[config.mk]
export PLATFORM = sky130hd
export DESIGN_NAME = pcei_top
export DESIGN_NICKNAME = d
export VERILOG_FILES = /design/src/hdl/pcei_pkg.sv /design/src/hdl/pcei_top.sv
export VERILOG_INCLUDE_DIRS = /design/src /design/src/hdl
export SDC_FILE = /design/constraint.sdc
export NUM_CORES = 1
export LEC_CHECK = 0
export CAP_MARGIN = 40
export CORE_ASPECT_RATIO = 1.5
export CORE_MARGIN = 2
export CORE_UTILIZATION = 35
export DETAILED_ROUTE_END_ITERATION = 16
export DONT_BUFFER_PORTS = 1
export MAX_ROUTING_LAYER = met4
export PLACE_DENSITY_LB_ADDON = 0.05
export SYNTH_ARGS = -nofsm -noshare
export SYNTH_HDL_FRONTEND = slang
export SYNTH_SLANG_ARGS = --single-unit
export TNS_END_PERCENT = 10
[constraint.sdc]
create_clock -name CLK -period 3.44 [get_ports CLK]
set_input_delay 0.516 -clock CLK [delete_from_list [all_inputs] [get_ports CLK]]
set_output_delay 0.516 -clock CLK [all_outputs]
set_load 0.05 [all_outputs]
[src/hdl/pcei_consts.svh]
// constants for the phy control and event interrupt block
`ifndef PCEI_CONSTS_SVH
`define PCEI_CONSTS_SVH
// register offsets on the register port
`define PCEI_ADDR_CTRL    5'h11
`define PCEI_ADDR_EVT     5'h12
`define PCEI_ADDR_ISTAT   5'h1a
`define PCEI_ADDR_IMASK   5'h1b
// reset values
`define PCEI_RST_CTRL     16'h0108
`define PCEI_RST_EVT      8'h00
`define PCEI_RST_IRQ      3'h0
// writable bits of the special control register
`define PCEI_CTRL_RW_MASK 16'hff1f
// power save field codes
`define PCEI_PS_NORMAL    2'h0
`define PCEI_PS_SLEEP     2'h2
// loopback fifo depth codes and nibble counts
`define PCEI_FD_4         2'h0
`define PCEI_FD_5         2'h1
`define PCEI_FD_6         2'h2
`define PCEI_FD_8         2'h3
`define PCEI_NIB_4        4'h4
`define PCEI_NIB_5        4'h5
`define PCEI_NIB_6        4'h6
`define PCEI_NIB_8        4'h8
// own interrupt status bit positions
`define PCEI_IRQ_SLEEP    0
`define PCEI_IRQ_WAKE     1
`define PCEI_IRQ_PWRDN    2
// link pulse period in active sleep
`define PCEI_NLP_MS       1400
`define PCEI_CLK_KHZ      40000
`define PCEI_NLP_CYC      (`PCEI_NLP_MS * `PCEI_CLK_KHZ)
`define PCEI_CNT_W        26
`endif

[src/hdl/pcei_pkg.sv]
// types for the phy control and event interrupt block
package pcei_pkg;
   typedef struct packed {
      logic       clk_dis;
      logic       ps_en;
      logic [1:0] ps_mode;
      logic       scr_byp;
      logic       rsv10;
      logic [1:0] fifo_dep;
      logic [2:0] rsv;
      logic       col_fd;
      logic       int_pol;
      logic       test_int;
      logic       int_en;
      logic       int_oe;
   } pcei_ctrl_t;

   // status levels from the core, order matches event bits 15 down to 8
   typedef struct packed {
      logic lq;
      logic energy;
      logic link;
      logic speed;
      logic duplex;
      logic an_done;
      logic fcs_half;
      logic rxe_half;
   } pcei_line_t;

   typedef enum logic [0:0] {
      PCEI_RUN   = 1'b0,
      PCEI_SLEEP = 1'b1
   } pcei_ps_t;
endpackage : pcei_pkg

[src/hdl/pcei_top.sv]
// control register, event interrupt register and interrupt pin logic
//
// Overview of operation
// clock disable bit 15 only stops clocks while in standard power down
// bit 14 enables power save; when clear device stays in normal operation
// power save field: 0 normal, 1 reserved, 2 active sleep
// active sleep sends a link pulse every 1.4 s, wakes on partner
// bit 11 set bypasses the 100 Mbps scrambler
// fifo depth field: 4, 5, 6 or 8 nibbles, default 5
// loopback fifo absorbs rx/tx clock rate difference; software sizes it
// collision only in half duplex unless bit 4 allows full duplex too
// bit 3 polarity: 0 idle low active high, 1 idle high active low
// test interrupt bit keeps the interrupt asserted while set
// bit 1 master enable gates all event interrupts
// bit 0 makes the shared pin an interrupt output, else power down input
// bit 15 link quality change while up, bit 14 energy change; clear on read
// bits 13, 12, 11 set on link, speed, duplex change; pending until read
// bit 10 set on auto-negotiation complete, pending until read
// bits 9 and 8 set when error counters pass half range
// enable bits 7 to 0 read/write, reset 0, match status bits 15 to 8
// interrupt asserts when enabled event pending or test set; idles after
`timescale 1ns/100ps
`include "pcei_consts.svh"

module pcei_top #(
   parameter int NLP_CYC = `PCEI_NLP_CYC,
   parameter int CNT_W   = `PCEI_CNT_W
) (
   // clock and reset
   input  wire logic                CLK,
   input  wire logic                RST,
   // register port
   input  wire logic [4:0]          ADDR,
   input  wire logic [15:0]         WDATA,
   input  wire logic                WR,
   input  wire logic                RD,
   output logic      [15:0]         RDATA,
   // core status
   input  wire pcei_pkg::pcei_line_t LINE,
   input  wire logic                IEEE_PWRDN,
   input  wire logic                COL_RAW,
   // shared interrupt or power down pin
   input  wire logic                INT_PIN_I,
   output logic                     INT_PIN_O,
   output logic                     INT_PIN_OE,
   // core controls
   output logic                     CLK_STOP,
   output logic                     SLEEP,
   output logic                     NLP_PULSE,
   output logic                     SCR_BYPASS,
   output logic      [3:0]          FIFO_NIBBLES,
   output logic                     COL_OUT,
   output logic                     PIN_PWRDN,
   // system interrupt
   output logic                     IRQ
);

   function automatic logic [3:0] fifo_nib(input logic [1:0] code);
      logic [3:0] n;
      n = `PCEI_NIB_5;
      unique case (code)
         `PCEI_FD_4: n = `PCEI_NIB_4;
         `PCEI_FD_5: n = `PCEI_NIB_5;
         `PCEI_FD_6: n = `PCEI_NIB_6;
         `PCEI_FD_8: n = `PCEI_NIB_8;
      endcase
      return n;
   endfunction : fifo_nib

   function automatic logic sticky(input logic q, input logic clr, input logic set);
      return (q & ~clr) | set;
   endfunction : sticky

   // register state
   pcei_pkg::pcei_ctrl_t ctrl;
   pcei_pkg::pcei_ctrl_t next_ctrl;
   logic [7:0]           evt_st;
   logic [7:0]           next_evt_st;
   logic [7:0]           evt_en;
   logic [7:0]           next_evt_en;
   logic [2:0]           istat;
   logic [2:0]           next_istat;
   logic [2:0]           imask;
   logic [2:0]           next_imask;
   // input history and pin synchroniser
   pcei_pkg::pcei_line_t prev;
   logic                 pin_s1;
   logic                 pin_s2;
   // power save state
   pcei_pkg::pcei_ps_t   ps;
   pcei_pkg::pcei_ps_t   next_ps;
   logic [CNT_W-1:0]     cnt;
   logic [CNT_W-1:0]     next_cnt;
   // output values
   logic [15:0]          next_rdata;
   logic                 next_int_o;
   logic                 next_pwrdn;
   logic                 next_nlp;
   logic                 next_col;
   // events
   logic [7:0]           evt_set;
   logic [2:0]           irq_set;
   logic                 int_act;
   logic                 rd_evt;

   localparam logic [CNT_W-1:0] NLP_LAST = CNT_W'(NLP_CYC - 1);

   // event detection from the core levels
   always_comb begin
      evt_set    = 8'h00;
      evt_set[7] = (LINE.lq ^ prev.lq) & LINE.link;
      evt_set[6] = LINE.energy ^ prev.energy;
      evt_set[5] = LINE.link ^ prev.link;
      evt_set[4] = LINE.speed ^ prev.speed;
      evt_set[3] = LINE.duplex ^ prev.duplex;
      evt_set[2] = LINE.an_done & ~prev.an_done;
      evt_set[1] = LINE.fcs_half & ~prev.fcs_half;
      evt_set[0] = LINE.rxe_half & ~prev.rxe_half;
   end

   always_ff @(posedge CLK) begin
      if (RST) begin
         prev   <= '0;
         pin_s1 <= 1'b1;
         pin_s2 <= 1'b1;
      end else begin
         prev   <= LINE;
         pin_s1 <= INT_PIN_I;
         pin_s2 <= pin_s1;
      end
   end

   // register file
   assign rd_evt = RD && (ADDR == `PCEI_ADDR_EVT);

   always_comb begin
      next_ctrl   = ctrl;
      next_evt_en = evt_en;
      next_imask  = imask;
      next_istat  = istat;
      for (int i = 0; i < 8; i++) begin
         next_evt_st[i] = sticky(evt_st[i], rd_evt, evt_set[i]);
      end
      if (WR) begin
         unique case (ADDR)
            `PCEI_ADDR_CTRL: next_ctrl = pcei_pkg::pcei_ctrl_t'(WDATA & `PCEI_CTRL_RW_MASK);
            `PCEI_ADDR_EVT: next_evt_en = WDATA[7:0];
            `PCEI_ADDR_IMASK: next_imask = WDATA[2:0];
            default: next_ctrl = ctrl;
         endcase
      end
      for (int i = 0; i < 3; i++) begin
         next_istat[i] = sticky(istat[i], WR && (ADDR == `PCEI_ADDR_ISTAT) && WDATA[i], irq_set[i]);
      end
   end

   always_ff @(posedge CLK) begin
      if (RST) begin
         ctrl   <= pcei_pkg::pcei_ctrl_t'(`PCEI_RST_CTRL);
         evt_st <= `PCEI_RST_EVT;
         evt_en <= `PCEI_RST_EVT;
         istat  <= `PCEI_RST_IRQ;
         imask  <= `PCEI_RST_IRQ;
      end else begin
         ctrl   <= next_ctrl;
         evt_st <= next_evt_st;
         evt_en <= next_evt_en;
         istat  <= next_istat;
         imask  <= next_imask;
      end
   end

   // power save state machine
   always_comb begin
      next_ps  = ps;
      next_cnt = cnt;
      irq_set  = 3'h0;
      unique case (ps)
         pcei_pkg::PCEI_RUN: begin
            next_cnt = '0;
            if (ctrl.ps_en && ctrl.ps_mode == `PCEI_PS_SLEEP && !LINE.energy) begin
               next_ps                 = pcei_pkg::PCEI_SLEEP;
               irq_set[`PCEI_IRQ_SLEEP] = 1'b1;
            end
         end
         pcei_pkg::PCEI_SLEEP: begin
            next_cnt = (cnt == NLP_LAST) ? '0 : cnt + 1'b1;
            if (!ctrl.ps_en || ctrl.ps_mode != `PCEI_PS_SLEEP) begin
               next_ps = pcei_pkg::PCEI_RUN;
            end else if (LINE.energy) begin
               next_ps                 = pcei_pkg::PCEI_RUN;
               irq_set[`PCEI_IRQ_WAKE] = 1'b1;
            end
         end
      endcase
      next_pwrdn = !ctrl.int_oe && !pin_s2;
      irq_set[`PCEI_IRQ_PWRDN] = next_pwrdn && !PIN_PWRDN;
   end

   always_ff @(posedge CLK) begin
      if (RST) begin
         ps  <= pcei_pkg::PCEI_RUN;
         cnt <= '0;
      end else begin
         ps  <= next_ps;
         cnt <= next_cnt;
      end
   end

   // outputs and read data
   always_comb begin
      int_act    = (ctrl.int_en && |(evt_st & evt_en)) || ctrl.test_int;
      next_int_o = ctrl.int_pol ? !int_act : int_act;
      next_nlp   = (ps == pcei_pkg::PCEI_SLEEP) && (cnt == NLP_LAST);
      next_col   = COL_RAW && (!LINE.duplex || ctrl.col_fd);
      next_rdata = 16'h0000;
      if (RD) begin
         unique case (ADDR)
            `PCEI_ADDR_CTRL: next_rdata = ctrl;
            `PCEI_ADDR_EVT: next_rdata = {evt_st, evt_en};
            `PCEI_ADDR_ISTAT: next_rdata = {13'h0000, istat};
            `PCEI_ADDR_IMASK: next_rdata = {13'h0000, imask};
            default: next_rdata = 16'h0000;
         endcase
      end
   end

   always_ff @(posedge CLK) begin
      if (RST) begin
         RDATA        <= 16'h0000;
         INT_PIN_O    <= 1'b1;
         INT_PIN_OE   <= 1'b0;
         CLK_STOP     <= 1'b0;
         SLEEP        <= 1'b0;
         NLP_PULSE    <= 1'b0;
         SCR_BYPASS   <= 1'b0;
         FIFO_NIBBLES <= `PCEI_NIB_5;
         COL_OUT      <= 1'b0;
         PIN_PWRDN    <= 1'b0;
         IRQ          <= 1'b0;
      end else begin
         RDATA        <= next_rdata;
         INT_PIN_O    <= next_int_o;
         INT_PIN_OE   <= ctrl.int_oe;
         CLK_STOP     <= ctrl.clk_dis && IEEE_PWRDN;
         SLEEP        <= (next_ps == pcei_pkg::PCEI_SLEEP);
         NLP_PULSE    <= next_nlp;
         SCR_BYPASS   <= ctrl.scr_byp;
         FIFO_NIBBLES <= fifo_nib(ctrl.fifo_dep);
         COL_OUT      <= next_col;
         PIN_PWRDN    <= next_pwrdn;
         IRQ          <= |(next_istat & next_imask);
      end
   end
endmodule : pcei_top

# Word-level counts from Yosys, hierarchy flattened
# Index checks and enable logic that the tools add are counted.
# totals
elab_cells	134
out_inout_bits	29
input_bits	36
regBits	100
# op_classes
n_addsub	1
bitwise	42
eq_ne	10
muxes	15
reduce_logical	29
# ops
cell	n
16-bit one-hot mux with 4 select lines	1
26-bit one-hot mux with 2 select lines	1
26-bit by 1-bit adder with 26-bit output (second input constant)	1
26-bit equality test (second input constant)	1
26-bit two-way mux	1
5-bit equality test (second input constant)	4
4-bit one-hot mux with 4 select lines	1
1-bit bitwise AND	15
1-bit logical AND	13
1-bit bitwise OR	11
1-bit inverter	9
8-bit bitwise AND	1
1-bit two-way mux	8
8-bit OR reduction	1
1-bit logical NOT	7
2-bit equality test (second input constant)	3
3-bit two-way mux	2
1-bit XOR	5
2-bit AND reduction	2
3-bit bitwise AND	1
1-bit logical OR	3
3-bit OR reduction	1
2-bit by 1-bit equality test with 1-bit output (second input constant)	1
2-bit logical NOT	1
3 further kinds	3

# Depth between registers and ports, before layout
# depth
word_depth	8
depth_mapped	6
ltp_nobuf	5

# Worst setup path after synthesis
# No wires, ideal clock.
# synth_timing
path_kind	register -> register
from	register cnt[0]
to	register cnt[20]
path_buffers	1
path_stages_with_launch	7
setup_time_ns	0.066
t_required_ns	3.374
path_slack_ns	1.432
t_arrival_ns	1.942
period_less_slack_ns	2.008
cell_sequence	dfxtp_1 ha_1 nand2_1 or4_1 buf_2 or4_4 a21oi_2
# synth_between
elab_chain_len	3
word_cells_on_any_way	4
cone_classes	1 x add/sub; 1 x eq/ne; 2 x mux
# synth_rtl
item	line	rtl
from (decl)	pcei_top.sv:92	logic [CNT_W-1:0] cnt;
from (signal assigned)	pcei_top.sv:206	cnt <= next_cnt;
26-bit by 1-bit adder with 26-bit output / 26-bit equality test (equally long branches)	pcei_top.sv:187	next_cnt = (cnt == NLP_LAST) ? '0 : cnt + 1'b1;
26-bit two-way mux (*)	pcei_top.sv:187	
26-bit one-hot mux with 2 select lines (*)	pcei_top.sv:178	unique case (ps)
# Mark *: on every way between the ends. The rest lies on a longest branch, timed or not.
# A chain may end at the register's enable or synchronous reset.

# Final worst setup path
# layout_timing
from	register cnt[3]
to	register cnt[21]
# The elaborated chain is that of the path after synthesis.

==> metrics.csv <==
metric,value,unit
critPathKind,reg2reg,
synth_area_per_cell,9.21,um2
min_period,2380,ps
grt_max_degree,51,
htree_num_levels,3,
hpwlAfterDp,6860,um
ant_nets,0,
grt_pass1_wl,15200,um
grt-ovfl-total,0,
path_clk_slew,70,ps
synth_area_leader_cell,dfxtp_1,
cts_max_path_buffers,2,
hp-class,in2reg,
avgViaCountPerCell,5.21,
cts_tree,built,
synth-edff-count,0,
cts-root-buf,clkbuf_16,
cts_num_sinks,100,
ys_seq_area_frac,0.525,
rsz0062_at_grt,false,
finalClockSkew,7.29,ps
ys_types,47,
multiInputGateArea,1670,um2
drcViolationCount,0,
synth_warnings,0,
setup_tns,0,ps
fin_crit_sh,0.692,
fill_cells,1140,
insertion_delay,340,ps
synthTopCellsByArea,"dfxtp_1 52%, nor2_1 4.4%, a21oi_1 4.1%",
layout.nets,444,
p_sw,0.469,mW
diodes,0,
layout_commonest_cell,dfxtp_1,
p_clk_frac,0.474,
placedCellCount,540,
p_per_area,554,nW/um2
worstPathMaxFanout,12,
cts_buffers,9,
place_congestion,0.828,
drv_cap,0,
worst_setup_path_start_kind,flip-flop,
reg2regPathDepth,4,
synthArstFlopShare,0,
syn_to_final_growth,11.8,%
synth_nets,451,
critPathCaptureType,flip-flop,
mostFrequentLayoutCells,"100 x dfxtp_1, 45 x nor2_1, 31 x a21oi_1",
swShare,0.199,
io_buffers,0,
critPathArrivalTime,2630,ps
crit_required,3690,ps
fp.dieW,89.2,um
worst_pin_slew,823,ps
comb_power_share,0.019,
crit_slowest_cell,or4_1,
drt-initial-drc-count,109,
hold_viol,0,
maxSlewViolCount,0,
routedWlPerCell,17.1,um
cts.repair.resized,0,
wl,9500,um
io_pins,65,
synth_ff_type,dfxtp_1,
seq_power_share,0.507,
die_h,132,um
syn-instance-count,414,
drt-pass1-iter-count,4,
core_area,10600,um2
antenna_found_initial,0,
final_cells,556,
initial_core_util,0.360,
vias,2899,
regArea,2000,um2
hold_buffers,0,
slew_headroom,0.452,
hold_depth,1,
fmax,420,MHz
setup_viol,0,
crit_chain,"nand4_1, or4_1, or4_1, a21oi_1",
post_cts_buffers,0,
p_leak,1.43,nW
syn_area,3810,um2
post_route_cells_drive_above_1_share,0.0631,
cp_common_cell,or4_1,
rows,46,
synth-seq-cells,100,
die_area,11800,um2
track_usage,0.172,
run_status,finished clean,
power.internal,1.89,mW
ir_worst_vdd,208,uV
slowest_delay,850,ps
grt_pass1_vias,2871,
synth.top_cell.area_share,0.525,
## worst max-delay path, delay by kind of cell, from the launching register on
| kind | cells | cell delay, ps |
|---|---|---|
| compound gates | 1 | 150 |
| flops | 1 | 380 |
| simple gates | 3 | 1760 |
## power groups by stage
stage | clock [mW] | sequential, mW | combinational [mW]
floorplan | 0 | 1.22 | 0.0481
global placement | 0 | 1.22 | 0.0455
detailed placement | 0 | 1.22 | 0.0465
CTS | 1.14 | 1.20 | 0.0466
global route | 1.19 | 1.20 | 0.0511
finish | 1.12 | 1.20 | 0.0457
## sequential cells by signal, summed over array words and instances (netlist names), 3 cells and up
name,cells
istat,3
evt_en,8
prev,8
FIFO_NIBBLES,4
ctrl,13
cnt,26
RDATA,16
imask,3
evt_st,8
## cells in the mapped netlist (all sizes together) (4+ instances only)
cell	instances
nor2b	15
buf	5
or4	7
or3	6
clkbuf	15
mux2i	7
a32o	4
nor4	5
nand4	5
nor3	7
xor2	7
nand3	29
dfxtp	100
nand2	28
xnor2	11
inv	16
and3	7
o21ai	8
nor2	45
a21oi	32
a22o	4
o31ai	6
a22oi	14
## per-stage QoR
step	worst slack (ps)	instance area, um2	hold slack (ps)	util	total power, mW
2_1_floorplan	1430	3810	389	-	1.26
3_3_place_gp	1130	3920	402	0.370	1.27
3_5_place_dp	1100	3930	400	0.371	1.27
4_1_cts	1080	4270	227	0.403	2.39
5_1_grt	840	4270	224	0.403	2.44
6_report	1060	4270	239	0.403	2.36
## area by class of cell
class	instances	area share
Clock buffer	12	0.0625
Clock inverter	4	0.0164
Inverter	16	0.0141
Multi-Input combinational cell	278	0.392
Sequential cell	100	0.469
Tap cell	144	0.0422
Timing Repair Buffer	2	0.00352
## metal layers
metal | track usage | part of all wire
met1 | 0.199 | 0.41
met2 | 0.287 | 0.52
met3 | 0.0445 | 0.050
met4 | 0.0522 | 0.015
met5 | - | 0
## final timing paths
kind              startpoint        end  slack [ps]
hold / removal           RST    prev[6]         240
setup / recovery      cnt[3]    cnt[21]        1060
hold reg to reg       pin_s2  PIN_PWRDN         410
setup reg to reg      cnt[3]    cnt[21]        1060
## logic make-up (layout without fill, tap and decap cells)
logic type	count (synthesis)	after routing	synth area share
and+or+nand+nor	172	172	0.234
DFF	100	100	0.525
AOI/OAI and AO/OA	78	78	0.136
buffers and inverters	36	34	0.0367
xor gates and xnor gates	18	18	0.0413
muxes	9	9	0.0243
adders and majority gates	1	1	0.00328
Note: power is estimated with default switching activity, not from simulation.
